### src/common/memory_port_pkg.sv
// Shared constants, register map and carrier types of the external memory port
package memory_port_pkg;

    // Register indices; byte address is four times the index
    localparam logic [7:0] IDX_PAGE = 8'haa;
    localparam logic [7:0] IDX_CONFIG = 8'hc7;
    localparam logic [7:0] IDX_TIMING = 8'hf7;
    localparam logic [7:0] IDX_STATUS = 8'hf8;

    // Reset values
    localparam logic [7:0] PAGE_RST = 8'h00;
    localparam logic [7:0] CONFIG_RST = 8'h03;
    localparam logic [7:0] TIMING_RST = 8'hff;

    // Interface configuration fields
    localparam int CFG_MUX_BIT = 4;
    localparam int CFG_MODE_LSB = 2;
    localparam int CFG_ALE_LSB = 0;
    localparam logic [7:0] CFG_USED_MASK = 8'h1f;

    // Timing control fields
    localparam int TC_SETUP_LSB = 6;
    localparam int TC_WIDTH_LSB = 2;
    localparam int TC_HOLD_LSB = 0;

    // Status bits
    localparam int ST_BUSY_BIT = 0;
    localparam int ST_OFFCHIP_BIT = 1;

    // Memory modes
    localparam logic [1:0] MODE_ONCHIP = 2'h0;
    localparam logic [1:0] MODE_SPLIT_NOBANK = 2'h1;
    localparam logic [1:0] MODE_SPLIT_BANK = 2'h2;
    localparam logic [1:0] MODE_OFFCHIP = 2'h3;

    // Timing counts in clock cycles and on-chip RAM size in bytes
    localparam logic [7:0] EXTRA_CYCLES = 8'h04;
    localparam logic [3:0] TAIL_LEN = 4'h1;
    localparam logic [3:0] ONCHIP_LEN = 4'h2;
    localparam int unsigned ONCHIP_SIZE = 1024;

    // Access sequencer states
    typedef enum logic [9:0] {
        ST_IDLE = 10'h001,
        ST_LAUNCH = 10'h002,
        ST_ALE_H = 10'h004,
        ST_ALE_L = 10'h008,
        ST_SETUP = 10'h010,
        ST_STROBE = 10'h020,
        ST_HOLD = 10'h040,
        ST_TAIL = 10'h080,
        ST_DONE = 10'h100,
        ST_ONCHIP = 10'h200
    } state_type;

    // External-move request from the CPU
    typedef struct packed {
        logic write;
        logic wide;
        logic [7:0] index;
        logic [15:0] data_pointer;
        logic [7:0] wdata;
    } xreq_type;

    // Port pin drive bundle
    typedef struct packed {
        logic [7:0] hi;
        logic hi_oe;
        logic [7:0] lo;
        logic lo_oe;
        logic [7:0] data;
        logic data_oe;
        logic ale;
        logic rd_n;
        logic wr_n;
        logic ctrl_oe;
    } pins_type;

endpackage

### src/core/phase_counter.sv
// Down counter that times one phase of an access
`timescale 1ns/1ps
`default_nettype none
module phase_counter #(
    parameter int W = 4
) (
    // Clock and reset
    input wire logic clk,
    input wire logic rstn,
    // Control
    input wire logic load,
    input wire logic [W-1:0] load_val,
    // Status
    output logic last
);
    logic [W-1:0] cnt_q; // Remaining cycles minus one

    // Load on phase entry, count down to zero
    always_ff @(posedge clk or negedge rstn) begin
        if (!rstn) begin
            cnt_q <= '0;
        end else if (load) begin
            cnt_q <= load_val;
        end else if (cnt_q != '0) begin
            cnt_q <= cnt_q - {{(W-1){1'b0}}, 1'b1};
        end
    end

    assign last = (cnt_q == '0);
endmodule
`default_nettype wire

### src/core/memory_route.sv
// Effective address forming and on-chip or off-chip routing
`timescale 1ns/1ps
`default_nettype none
module memory_route #(
    parameter int unsigned RAM_SIZE = memory_port_pkg::ONCHIP_SIZE
) (
    // Configuration
    input wire logic [1:0] mode,
    input wire logic [7:0] page,
    // Request
    input wire logic wide,
    input wire logic [7:0] index,
    input wire logic [15:0] data_pointer,
    // Result
    output logic [15:0] eff_addr,
    output logic offchip,
    output logic drive_hi
);
    localparam logic [16:0] RAM_LIMIT = 17'(RAM_SIZE);

    // Wide form uses the pointer, short form page and index
    assign eff_addr = wide ? data_pointer : {page, index};

    // Destination by memory mode
    always_comb begin
        case (mode)
            memory_port_pkg::MODE_ONCHIP: offchip = 1'b0;
            memory_port_pkg::MODE_SPLIT_NOBANK,
            memory_port_pkg::MODE_SPLIT_BANK: offchip = ({1'b0, eff_addr} >= RAM_LIMIT);
            memory_port_pkg::MODE_OFFCHIP: offchip = 1'b1;
            default: offchip = 1'b0;
        endcase
    end

    // Upper pins only for wide form or bank select
    assign drive_hi = wide | (mode == memory_port_pkg::MODE_SPLIT_BANK);
endmodule
`default_nettype wire

### src/core/external_memory_interface.sv
// External data memory interface: register slave, router and bus cycle sequencer
//
// The Avalon-MM interface to the registers was decided locally.
`timescale 1ns/1ps
`default_nettype none
// Behaviour
// - Config bit four picks multiplexed or separate pins
// - Multiplexed mode shares low address, data; drives latch
// - Latch high shows address, then data with strobe
// - Separate mode uses own pins, no latch phase
// - Mode 00 keeps everything on-chip, aliasing modulo 1k
// - Short form page plus index; wide form pointer
// - Mode 01 splits at on-chip size boundary
// - Mode 01 short form leaves upper pins undriven
// - Mode 01 wide form drives sixteen pins
// - Mode 10 short form drives page and index
// - Mode 11 sends every access off-chip
// - Mode 11 short form ignores page, upper undriven
// - Access lasts setup plus width plus hold plus four
// - Minimum five cycles, multiplexed two more
// - Timing register resets to all ones
// - Setup field adds zero to three cycles
// - Width field gives strobe value plus one cycles
// - Hold field keeps address zero to three cycles
// - Latch field sets high and low time
// - Pins claimed only during an off-chip access
// - Input pins undriven, data pins during reads except in the multiplexed address phase
module external_memory_interface #(
    parameter int unsigned RAM_SIZE = memory_port_pkg::ONCHIP_SIZE
) (
    // Clock and reset
    input wire logic clk,
    input wire logic rstn,
    // Avalon-MM register slave
    input wire logic [9:0] avs_address,
    input wire logic avs_read,
    input wire logic avs_write,
    input wire logic [31:0] avs_writedata,
    input wire logic [3:0] avs_byteenable,
    output logic [31:0] avs_readdata,
    output logic avs_waitrequest,
    // CPU external-move request
    input wire logic xreq_valid,
    input wire memory_port_pkg::xreq_type xreq,
    output logic xreq_ready,
    output logic xdone,
    output logic [7:0] xrdata,
    // On-chip data RAM
    output logic ram_en,
    output logic ram_we,
    output logic [9:0] ram_addr,
    output logic [7:0] ram_wdata,
    input wire logic [7:0] ram_rdata,
    // Port pins
    output memory_port_pkg::pins_type pins,
    input wire logic [7:0] data_i
);
    // Registers
    logic [7:0] page_q; // Page register
    logic [7:0] config_q; // Interface configuration
    logic [7:0] timing_q; // Timing control
    logic ack_q; // Bus answer cycle
    logic [31:0] readdata_q; // Bus read data
    // Access snapshot
    memory_port_pkg::xreq_type req_q;
    logic [7:0] cfg_snap_q;
    logic [7:0] tc_snap_q;
    logic [15:0] eff_q;
    logic drive_hi_q;
    logic offchip_q;
    // Sequencer
    memory_port_pkg::state_type state_q, state_d;
    memory_port_pkg::pins_type pins_q, pins_d;
    logic cap_q; // Last strobe cycle on the pins
    logic oc_cap_q; // On-chip read data valid
    logic [7:0] xrdata_q;
    logic ram_en_q;
    logic phase_last;
    logic [15:0] route_addr;
    logic route_offchip;
    logic route_hi;

    // Snapshot fields
    wire logic mux_mode = ~cfg_snap_q[memory_port_pkg::CFG_MUX_BIT];
    wire logic [1:0] ale_f = cfg_snap_q[memory_port_pkg::CFG_ALE_LSB +: 2];
    wire logic [1:0] setup_f = tc_snap_q[memory_port_pkg::TC_SETUP_LSB +: 2];
    wire logic [3:0] width_f = tc_snap_q[memory_port_pkg::TC_WIDTH_LSB +: 4];
    wire logic [1:0] hold_f = tc_snap_q[memory_port_pkg::TC_HOLD_LSB +: 2];
    wire logic bus_req = avs_read | avs_write;
    wire logic [7:0] bus_idx = avs_address[9:2];

    // Router on the incoming request and live configuration
    memory_route #(.RAM_SIZE(RAM_SIZE)) u_route (
        .mode(config_q[memory_port_pkg::CFG_MODE_LSB +: 2]),
        .page(page_q),
        .wide(xreq.wide),
        .index(xreq.index),
        .data_pointer(xreq.data_pointer),
        .eff_addr(route_addr),
        .offchip(route_offchip),
        .drive_hi(route_hi)
    );

    // Bus answer one cycle after the request
    always_ff @(posedge clk or negedge rstn) begin
        if (!rstn) begin
            ack_q <= 1'b0;
        end else begin
            ack_q <= bus_req & ~ack_q;
        end
    end
    assign avs_waitrequest = bus_req & ~ack_q;

    // Register writes take effect on the answer edge
    always_ff @(posedge clk or negedge rstn) begin
        if (!rstn) begin
            page_q <= memory_port_pkg::PAGE_RST;
            config_q <= memory_port_pkg::CONFIG_RST;
            timing_q <= memory_port_pkg::TIMING_RST;
        end else if (avs_write && ack_q && avs_byteenable[0]) begin
            case (bus_idx)
                memory_port_pkg::IDX_PAGE: page_q <= avs_writedata[7:0];
                memory_port_pkg::IDX_CONFIG: begin
                    config_q <= avs_writedata[7:0] & memory_port_pkg::CFG_USED_MASK;
                end
                memory_port_pkg::IDX_TIMING: timing_q <= avs_writedata[7:0];
                default: begin
                end
            endcase
        end
    end

    // Read data prepared in the waiting cycle; unmapped reads zero
    always_ff @(posedge clk or negedge rstn) begin
        if (!rstn) begin
            readdata_q <= '0;
        end else if (avs_read && !ack_q) begin
            case (bus_idx)
                memory_port_pkg::IDX_PAGE: readdata_q <= {24'h0, page_q};
                memory_port_pkg::IDX_CONFIG: readdata_q <= {24'h0, config_q};
                memory_port_pkg::IDX_TIMING: readdata_q <= {24'h0, timing_q};
                memory_port_pkg::IDX_STATUS: begin
                    readdata_q <= {30'h0, offchip_q, state_q != memory_port_pkg::ST_IDLE};
                end
                default: readdata_q <= '0;
            endcase
        end
    end
    assign avs_readdata = readdata_q;

    // Capture request, route and timing at acceptance
    always_ff @(posedge clk or negedge rstn) begin
        if (!rstn) begin
            req_q <= '0;
            cfg_snap_q <= memory_port_pkg::CONFIG_RST;
            tc_snap_q <= memory_port_pkg::TIMING_RST;
            eff_q <= '0;
            drive_hi_q <= 1'b0;
            offchip_q <= 1'b0;
        end else if (state_q == memory_port_pkg::ST_IDLE && xreq_valid) begin
            req_q <= xreq;
            cfg_snap_q <= config_q;
            tc_snap_q <= timing_q;
            eff_q <= route_addr;
            drive_hi_q <= route_hi;
            offchip_q <= route_offchip;
        end
    end

    // Phase length minus one for a state
    function automatic logic [3:0] phase_len(memory_port_pkg::state_type s);
        case (s)
            memory_port_pkg::ST_ALE_H,
            memory_port_pkg::ST_ALE_L: phase_len = {2'h0, ale_f};
            memory_port_pkg::ST_SETUP: phase_len = {2'h0, setup_f} - 4'h1;
            memory_port_pkg::ST_STROBE: phase_len = width_f;
            memory_port_pkg::ST_HOLD: phase_len = {2'h0, hold_f} - 4'h1;
            memory_port_pkg::ST_TAIL: phase_len = memory_port_pkg::TAIL_LEN;
            memory_port_pkg::ST_ONCHIP: phase_len = memory_port_pkg::ONCHIP_LEN;
            default: phase_len = 4'h0;
        endcase
    endfunction

    // Phase timer loaded on every state change
    phase_counter #(.W(4)) u_phase (
        .clk(clk),
        .rstn(rstn),
        .load(state_d != state_q),
        .load_val(phase_len(state_d)),
        .last(phase_last)
    );

    // Next state of the access sequence
    always_comb begin
        state_d = state_q;
        case (state_q)
            memory_port_pkg::ST_IDLE: begin
                if (xreq_valid) begin
                    state_d = route_offchip ? memory_port_pkg::ST_LAUNCH
                                            : memory_port_pkg::ST_ONCHIP;
                end
            end
            memory_port_pkg::ST_LAUNCH: begin
                if (mux_mode) begin
                    state_d = memory_port_pkg::ST_ALE_H;
                end else if (setup_f != 2'h0) begin
                    state_d = memory_port_pkg::ST_SETUP;
                end else begin
                    state_d = memory_port_pkg::ST_STROBE;
                end
            end
            memory_port_pkg::ST_ALE_H: begin
                if (phase_last) begin
                    state_d = memory_port_pkg::ST_ALE_L;
                end
            end
            memory_port_pkg::ST_ALE_L: begin
                if (phase_last) begin
                    state_d = (setup_f != 2'h0) ? memory_port_pkg::ST_SETUP
                                                : memory_port_pkg::ST_STROBE;
                end
            end
            memory_port_pkg::ST_SETUP: begin
                if (phase_last) begin
                    state_d = memory_port_pkg::ST_STROBE;
                end
            end
            memory_port_pkg::ST_STROBE: begin
                if (phase_last) begin
                    state_d = (hold_f != 2'h0) ? memory_port_pkg::ST_HOLD
                                               : memory_port_pkg::ST_TAIL;
                end
            end
            memory_port_pkg::ST_HOLD: begin
                if (phase_last) begin
                    state_d = memory_port_pkg::ST_TAIL;
                end
            end
            memory_port_pkg::ST_TAIL: begin
                if (phase_last) begin
                    state_d = memory_port_pkg::ST_DONE;
                end
            end
            memory_port_pkg::ST_ONCHIP: begin
                if (phase_last) begin
                    state_d = memory_port_pkg::ST_DONE;
                end
            end
            memory_port_pkg::ST_DONE: state_d = memory_port_pkg::ST_IDLE;
            default: state_d = memory_port_pkg::ST_IDLE;
        endcase
    end

    // State register
    always_ff @(posedge clk or negedge rstn) begin
        if (!rstn) begin
            state_q <= memory_port_pkg::ST_IDLE;
        end else begin
            state_q <= state_d;
        end
    end

    // Pin drive for the current state, registered one cycle later
    always_comb begin
        logic active;
        logic in_addr;
        logic in_wdata;
        active = 1'b0;
        in_addr = 1'b0;
        in_wdata = 1'b0;
        pins_d = '0;
        pins_d.rd_n = 1'b1;
        pins_d.wr_n = 1'b1;
        case (state_q)
            memory_port_pkg::ST_LAUNCH: begin
                active = 1'b1;
                in_addr = mux_mode;
                in_wdata = ~mux_mode;
            end
            memory_port_pkg::ST_ALE_H,
            memory_port_pkg::ST_ALE_L: begin
                active = 1'b1;
                in_addr = 1'b1;
            end
            memory_port_pkg::ST_SETUP,
            memory_port_pkg::ST_STROBE,
            memory_port_pkg::ST_HOLD: begin
                active = 1'b1;
                in_wdata = 1'b1;
            end
            memory_port_pkg::ST_TAIL: active = 1'b1;
            default: active = 1'b0;
        endcase
        if (active) begin
            pins_d.ctrl_oe = 1'b1;
            pins_d.hi = eff_q[15:8];
            pins_d.hi_oe = drive_hi_q;
            pins_d.lo = eff_q[7:0];
            pins_d.lo_oe = ~mux_mode;
            pins_d.ale = (state_q == memory_port_pkg::ST_ALE_H);
            if (in_addr) begin
                pins_d.data = eff_q[7:0];
                pins_d.data_oe = 1'b1;
            end else if (in_wdata && req_q.write) begin
                pins_d.data = req_q.wdata;
                pins_d.data_oe = 1'b1;
            end
            if (state_q == memory_port_pkg::ST_STROBE) begin
                pins_d.rd_n = req_q.write;
                pins_d.wr_n = ~req_q.write;
            end
        end
    end

    // Registered pins; reads drive data pins only in the multiplexed address phase
    always_ff @(posedge clk or negedge rstn) begin
        if (!rstn) begin
            pins_q <= '0;
            pins_q.rd_n <= 1'b1;
            pins_q.wr_n <= 1'b1;
        end else begin
            pins_q <= pins_d;
        end
    end
    assign pins = pins_q;

    // Read capture at the last low cycle of the read strobe
    always_ff @(posedge clk or negedge rstn) begin
        if (!rstn) begin
            cap_q <= 1'b0;
            oc_cap_q <= 1'b0;
            ram_en_q <= 1'b0;
            xrdata_q <= '0;
        end else begin
            cap_q <= (state_q == memory_port_pkg::ST_STROBE) && phase_last && !req_q.write;
            oc_cap_q <= (state_q == memory_port_pkg::ST_ONCHIP) && phase_last;
            ram_en_q <= (state_d == memory_port_pkg::ST_ONCHIP);
            if (cap_q) begin
                xrdata_q <= data_i;
            end else if (oc_cap_q && !req_q.write) begin
                xrdata_q <= ram_rdata;
            end
        end
    end

    // On-chip RAM, aliasing modulo its size
    assign ram_en = ram_en_q;
    assign ram_we = ram_en_q & req_q.write;
    assign ram_addr = eff_q[9:0];
    assign ram_wdata = req_q.wdata;

    // CPU handshake
    assign xreq_ready = (state_q == memory_port_pkg::ST_IDLE);
    assign xdone = (state_q == memory_port_pkg::ST_DONE);
    assign xrdata = xrdata_q;

    logic [7:0] acc_len_q; // Cycles since launch
    logic [4:0] strobe_len_q; // Cycles of a strobe on the pins
    always_ff @(posedge clk or negedge rstn) begin
        if (!rstn) begin
            acc_len_q <= '0;
            strobe_len_q <= '0;
        end else begin
            acc_len_q <= (state_q == memory_port_pkg::ST_IDLE) ? 8'h00 : acc_len_q + 8'h01;
            strobe_len_q <= (!pins_q.rd_n || !pins_q.wr_n) ? strobe_len_q + 5'h01 : 5'h00;
        end
    end
    wire logic [7:0] ale_total = mux_mode ? ({6'h0, ale_f} + 8'h01) + ({6'h0, ale_f} + 8'h01)
                                          : 8'h00;
    wire logic [7:0] exp_total = {6'h0, setup_f} + {4'h0, width_f} + 8'h01 + {6'h0, hold_f}
                                 + memory_port_pkg::EXTRA_CYCLES + ale_total;
endmodule
`default_nettype wire

### config.mk
export PLATFORM = sky130hd
export DESIGN_NAME = external_memory_interface
export DESIGN_NICKNAME = d
export VERILOG_FILES = /design/src/common/memory_port_pkg.sv /design/src/core/phase_counter.sv /design/src/core/memory_route.sv /design/src/core/external_memory_interface.sv
export SDC_FILE = /design/constraint.sdc
export NUM_CORES = 1
export LEC_CHECK = 0
export ABC_CLOCK_PERIOD_IN_PS = 2100
export BUFFER_PORTS_ARGS = -buffer_cell sky130_fd_sc_hd__buf_2
export CAP_MARGIN = 10
export CELL_PAD_IN_SITES_DETAIL_PLACEMENT = 2
export CELL_PAD_IN_SITES_GLOBAL_PLACEMENT = 2
export CORE_UTILIZATION = 29
export CTS_BUF_LIST = sky130_fd_sc_hd__clkbuf_2 sky130_fd_sc_hd__clkbuf_4 sky130_fd_sc_hd__clkbuf_8
export DETAILED_ROUTE_END_ITERATION = 10
export GPL_TIMING_DRIVEN = 0
export PLACE_DENSITY_LB_ADDON = 0.1
export SLEW_MARGIN = 5
export SYNTH_ARGS = -nofsm -noshare
export SYNTH_HDL_FRONTEND = slang
export SYNTH_SLANG_ARGS = --single-unit
### constraint.sdc
create_clock -name clk -period 2.1 [get_ports clk]
set_input_delay 0.21 -clock clk [delete_from_list [all_inputs] [get_ports clk]]
set_output_delay 0.21 -clock clk [all_outputs]
set_load 0.02 [all_outputs]
Word level (Yosys, flattened, before mapping)
Cells that the tools add are included.
- register bits: 150
- bits of input ports: 101
- output and inout bits: 94
- reductions and logical operators: 27
- bitwise logic cells: 7
- add/subtract/negate cells: 3
- order comparisons: 1
- equality and inequality tests: 26
- muxes and demuxes: 27
- operators by type and width (cell ; number):
    10-bit two-way mux ; 8
    10-bit one-hot mux with 8 select lines ; 1
    8-bit == test, second input constant ; 4
    8-bit one-hot mux with 4 select lines ; 1
    31-bit two-way mux ; 1
    8-bit two-way mux ; 3
    4-bit one-hot mux with 6 select lines ; 1
    10-bit == test, second input constant ; 2
    10-bit by 3-bit == test with 1-bit output, second input constant ; 2
    10-bit by 4-bit == test with 1-bit output, second input constant ; 2
    10-bit by 5-bit == test with 1-bit output, second input constant ; 2
    10-bit by 6-bit == test with 1-bit output, second input constant ; 2
    10-bit by 7-bit == test with 1-bit output, second input constant ; 2
    10-bit by 8-bit == test with 1-bit output, second input constant ; 2
    9-bit two-way mux ; 2
    16-bit by 11-bit greater-or-equal comparator with 1-bit output, second input constant ; 1
    16-bit two-way mux ; 1
    6-bit two-way mux ; 2
    10-bit by 1-bit == test with 1-bit output, second input constant ; 1
    10-bit by 2-bit == test with 1-bit output, second input constant ; 1
    10-bit by 9-bit == test with 1-bit output, second input constant ; 1
    10-bit by 1-bit != test with 1-bit output, second input constant ; 1
    10-bit != test ; 1
    1-bit logical AND ; 9
    21 further kinds ; 38

Depth between registers and ports, before layout
- word-level depth: 10
- mapped depth: 10
- depth with buffers taken out: 10

Hierarchy
A second synthesis with hierarchy kept.
- cells, all modules: 508
- area total of the unflattened synthesis: 6169.7 µm²
- by module, submodules not included (module ; times used ; cells each ; area each (µm²)):
    external_memory_interface ; 1 ; 453 ; 5634.2
    memory_route ; 1 ; 32 ; 302.8
    phase_counter ; 1 ; 23 ; 232.7

Worst setup path after synthesis
OpenSTA, ideal clock, no wires.
- path type: register to register
- from: register u_phase.cnt_q[0]
- to: register u_phase.cnt_q[0]
- path buffers: 2
- path slack: -0.030 ns
- stages on the path, launching flop included: 10
- setup time: 0.132 ns
- data required time: 1.968 ns
- clock period less this slack: 2.130 ns
- data arrival time: 1.998 ns
- path through: dfrtp_1 inv_1 ha_1 or3b_1 clkbuf_1 buf_2 a32oi_1 nand4_1 nor4_1 a211oi_1
- cells in the longest elaborated chain, start to end: 7
- ends and longest elaborated chain (what ; RTL line ; RTL):
    from (decl) ; phase_counter.sv:16 ; logic [W-1:0] cnt_q;
    from (signal assigned) ; phase_counter.sv:23 ; cnt_q <= load_val;
    from (signal assigned) ; phase_counter.sv:25 ; cnt_q <= cnt_q - {{(W-1){1'b0}}, 1'b1};
    4-bit zero test ; phase_counter.sv:29 ; assign last = (cnt_q == '0);
    10-bit two-way mux, or another cell as far along ; external_memory_interface.sv:240, external_memory_interface.sv:245 ;
    10-bit one-hot mux with 8 select lines ; external_memory_interface.sv:196 ; case (state_q)
    10-bit by 3-bit == test with 1-bit output / 10-bit by 4-bit == test with 1-bit output (equally long branches) ; external_memory_interface.sv:172 ; case (s)
    2-bit OR reduction ; external_memory_interface.sv:172 ;
    4-bit one-hot mux with 6 select lines ; external_memory_interface.sv:172 ;
    4-bit two-way mux ; phase_counter.sv:22 ; end else if (load) begin
Parallel ways exist; a longest one is shown, timed or not. The select of a mux whose other input is x is not followed.
A chain may end at the register's enable or synchronous reset.

Worst setup path in the final report
- from: register state_q[0]
- to: register u_phase.cnt_q[0]
- cells in the longest elaborated chain, start to end: 7
- ends and longest elaborated chain (what ; RTL line ; RTL):
    from (decl) ; external_memory_interface.sv:72 ; memory_port_pkg::state_type state_q, state_d;
    from (signal assigned) ; external_memory_interface.sv:257 ; state_q <= memory_port_pkg::ST_IDLE;
    from (signal assigned) ; external_memory_interface.sv:259 ; state_q <= state_d;
    10-bit == test / 10-bit by 8-bit == test with 1-bit output (equally long branches) ; external_memory_interface.sv:196 ;
    2-bit OR reduction (no line) ; -- ;
    10-bit one-hot mux with 8 select lines * ; external_memory_interface.sv:196 ;
    named net state_d[5] ; external_memory_interface.sv:72 ;
    10-bit by 3-bit == test with 1-bit output / 10-bit by 4-bit == test with 1-bit output (equally long branches) ; external_memory_interface.sv:172 ;
    2-bit OR reduction ; external_memory_interface.sv:172 ;
    4-bit one-hot mux with 6 select lines ; external_memory_interface.sv:172 ;
    4-bit two-way mux ; phase_counter.sv:22 ;
The timed path passes the listed nets; every way through them passes the cells marked *.

==> results.json <==
{
  "run_status": "finished with violations",
  "worst_margin_pin_slew_ns": 1.101,
  "clock_sinks": 124,
  "synth.ff_latch_count": 124,
  "timing.critical_path.required_ns": 2.42,
  "synthArstFlopShare_pct": 100.0,
  "std_cell_rows": 52,
  "clk-insertion-delay-late_ns": 0.44,
  "maximum_number_of_pins_on_one_net_before_global_route_repair": 81,
  "failing_checks": "negative setup slack",
  "synth-simple-area-share_pct": 18.72,
  "routedWlPerCell_um": 18.63,
  "core_region_area_um2": 20430,
  "vias": 5275,
  "setup-violations-final": 2,
  "io_buffer_count": 141,
  "detailedPlacementHpwl_um": 14780,
  "dominant_combinational_cell_family_by_area_after_synthesis": "simple AND/OR/NAND/NOR gates",
  "final_gp_congestion": 0.8318,
  "design.final.nets": 930,
  "leakage_component_of_the_power_nw": 4.212,
  "tritoncts.num_buffers": 17,
  "critical_path_maximum_fanout": 5,
  "synth_top_flop_cell": "sky130_fd_sc_hd__dfrtp_1",
  "syn-cell-area_um2": 6115,
  "fp.dieArea_um2": 21670,
  "timing.final.crit_share_pct": 103.4,
  "clk_transition_reported_paths_ns": 0.08,
  "final_design_area_no_fill_um2": 8418,
  "fin_worst_skew_ns": 0.01257,
  "antenna_found_initial": 0,
  "die_width_um": 147.2,
  "synth-warning-count": 0,
  "grt_pass1_vias": 5852,
  "antenna_left": 0,
  "post_synth_num_cell_types": 70,
  "cts-htree-levels": 4,
  "placement.setup.worst_slack_ns": -0.7571,
  "cellPowerDensity_nw_per_um2": 1090,
  "final.setup.tns_ns": -0.1258,
  "share_of_layout_cells_above_drive_strength_1_pct": 44.26,
  "timing.final.max_slew_violations": 0,
  "globalRouteTotalUtil_pct": 19.85,
  "setup.worst_path.end_class": "register",
  "path_class": "reg -> reg",
  "remaining_drc_errors": 0,
  "setup_slack_ns": -0.07094,
  "synth.avg_cell_area_um2": 10.33,
  "first_iter_violations": 192,
  "effective_utilization_at_floorplan_pct": 29.93,
  "synthXorXnorAreaFrac_pct": 0.8594,
  "io_pins": 195,
  "ir_drop_worst_case_vdd_uv": 365.4,
  "final-instance-count-excl-fill": 1106,
  "post-synth-top-area-fraction_pct": 41.33,
  "yosys.area_share.adder_pct": 1.228,
  "post-place-cells": 1027,
  "die_y_um": 147.2,
  "hold_path.class": "in -> reg",
  "fmax_ghz": 0.4606,
  "max_cap_violations": 0,
  "clock_tree_root": "sky130_fd_sc_hd__clkbuf_8",
  "drt_wl_total_um": 20600,
  "finalWorstPathRequiredPeriod_ns": 2.171,
  "startpoint_type": "register",
  "synth.top_cells.by_area": "sky130_fd_sc_hd__dfrtp_1 (41%), sky130_fd_sc_hd__dfstp_2 (9.9%), sky130_fd_sc_hd__nand2_1 (6.0%)",
  "synth_edf_count": 0,
  "ctsLongestPathBuffers": 2,
  "max-slew-margin-rel_pct": 25.62,
  "synth_compound_gate_area_share_pct": 11.44,
  "place_area_um2": 7289,
  "area_growth_pct": 37.67,
  "synth_seq_area_share_pct": 51.22,
  "fin_worst_hold_slack_ns": 0.03372,
  "global_route_wire_length_before_repair_um": 33090,
  "tritoncts": "yes",
  "grt_setup_unrepaired": "yes",
  "grt_overflow_total": 0,
  "postSynthCellCount": 592,
  "worst_ep_arrival_time_ns": 2.49,
  "avgViaCountPerCell": 4.769,
  "post-synth-top-area-cell": "sky130_fd_sc_hd__dfrtp_1",
  "synth.mux.area_fraction_pct": 8.124,
  "report.final.hold_viol_count": 0,
  "antennaDiodeCount": 0,
  "drt-pass1-iter-count": 4
}
==> sequential cells by signal, summed over array words and instances, names as in the netlist, 8 cells and up <==
| register | count |
|---|---|
| avs_readdata | 8 |
| pins | 31 |
| xrdata | 8 |
| timing_q | 8 |
| page_q | 8 |
| eff_q | 16 |
| tc_snap_q | 8 |
| state_q | 10 |
| ram_wdata | 8 |
==> metal layers <==
metal / GRT usage [%] / wire [um] / up-vias
met3: 3.416 / 731 / 18
met2: 35.28 / 10600 / 131
met1: 24.96 / 8987 / 2663
li1: - / - / 2463
met4: 4.536 / 282 / 0
met5: 0 / 0 / -
==> stage by stage <==
step | total power (W) | utilization, %
2_1_floorplan | 0.005162 | -
3_3_place_gp | 0.006163 | 35.52
3_5_place_dp | 0.006292 | 35.68
4_1_cts | 0.009128 | 40.40
5_1_grt | 0.009741 | 41.21
6_report | 0.009179 | 41.21
==> critical path, cell delays in order (launching register included) <==
cell and delay [ns]:
sky130_fd_sc_hd__dfstp_2 0.61, sky130_fd_sc_hd__buf_4 0.15, sky130_fd_sc_hd__nor4_4 0.06, sky130_fd_sc_hd__nand4_1 0.21, sky130_fd_sc_hd__o31ai_4 0.12, sky130_fd_sc_hd__a211oi_2 0.35, sky130_fd_sc_hd__inv_2 0.11, sky130_fd_sc_hd__a22o_1 0.25
sky130_fd_sc_hd__nor3_2 0.11, sky130_fd_sc_hd__a211oi_1 0.09
==> final timing paths <==
| check | slack [ns] | cells after the start | end | startpoint |
|---|---|---|---|---|
| setup / recovery | -0.07 | 9 | u_phase.cnt_q[0]$_DFFE_PN0P_ | state_q[0]$_DFF_PN1_ |
| hold / removal | 0.03 | 3 | xrdata[2]$_DFFE_PN0P_ | data_i[2] |
| setup reg to reg | -0.07 | 9 | u_phase.cnt_q[0]$_DFFE_PN0P_ | state_q[0]$_DFF_PN1_ |
| hold reg to reg | 0.46 | 1 | ack_q$_DFF_PN0_ | ack_q$_DFF_PN0_ |
| max in group asynchronous | 1.03 | 3 | cfg_snap_q[1]$_DFFE_PN1P_ | rstn |
| min in group asynchronous | 0.26 | 2 | pins[15]$_DFF_PN0_ | rstn |
==> layout make-up <==
cell class                 instances  area [um2]
inverter                          17       63.81
multi-input combinational        405        2828
sequential                       124        3136
timing repair buffer             192        1170
fill                            2268       12010
buffer                            66       473.0
clock inverter                    14       168.9
clock buffer                      18       241.5
tap                              270       337.8
==> what timing repair did <==
action	in CTS	in global routing
hold buffers	16	0
resized for setup	44	37
setup endpoints to repair	77	51
endpoints found under the hold margin	59	0
pin swaps	16	10
setup buffers	29	7
==> Yosys cell counts (all sizes together) (4+ instances only) <==
cell    number
nor2b        6
o41ai        4
and2        19
nand2b       8
mux2i       26
mux2        21
a222oi       4
dfstp       23
o21ai       42
dfrtp      101
a211oi       4
o31ai        4
xor2         4
a21oi        8
inv         17
clkbuf      13
nor3        18
ha           6
buf         56
nand2       98
a22oi        5
nand4b       4
a22o        10
nor4         8
nand3       12
nand4        6
nor2        27
==> cell usage in the layout (no fill, tap or decap), types with 4 or more instances in the layout <==
cell type and n:
sky130_fd_sc_hd__dlygate4sd3_1 16, sky130_fd_sc_hd__conb_1 24, sky130_fd_sc_hd__o21ai_0 39, sky130_fd_sc_hd__clkbuf_2 7, sky130_fd_sc_hd__dfrtp_1 98, sky130_fd_sc_hd__buf_4 79
sky130_fd_sc_hd__a222oi_1 4, sky130_fd_sc_hd__a22oi_1 5, sky130_fd_sc_hd__mux2i_1 26, sky130_fd_sc_hd__inv_1 16, sky130_fd_sc_hd__nor2_1 20, sky130_fd_sc_hd__buf_2 141
sky130_fd_sc_hd__ha_1 5, sky130_fd_sc_hd__clkbuf_8 17, sky130_fd_sc_hd__nor2b_1 5, sky130_fd_sc_hd__buf_6 6, sky130_fd_sc_hd__nor2_4 5, sky130_fd_sc_hd__nor3_1 11
sky130_fd_sc_hd__a22o_1 10, sky130_fd_sc_hd__xor2_1 4, sky130_fd_sc_hd__nand2b_1 7, sky130_fd_sc_hd__nand3_1 9, sky130_fd_sc_hd__nor3_2 6, sky130_fd_sc_hd__a21oi_1 6
sky130_fd_sc_hd__nand2_1 95, sky130_fd_sc_hd__mux2_2 20, sky130_fd_sc_hd__and2_1 19, sky130_fd_sc_hd__clkinvlp_4 4, sky130_fd_sc_hd__dfstp_2 23, sky130_fd_sc_hd__nand4_1 5
==> where the power goes <==
part | total [W] | internal, W | switching [W] | leakage (nW)
registers | 0.00316 | 0.00281 | 0.000344 | 1.58
clock network | 0.00222 | 0.00119 | 0.00103 | 0.197
logic | 0.00380 | 0.00154 | 0.00226 | 2.44
==> kinds of logic (layout without fill, tap and decap cells) <==
family          Yosys count  after routing
compound gates          101            101
xor+xnor                  6              6
fa+ha+maj                 6              6
buf+inv                  86            307
flops                   124            124
mux                      47             47
other cells               1             24
simple gates            221            221
Power figures use the tool's default switching activity.
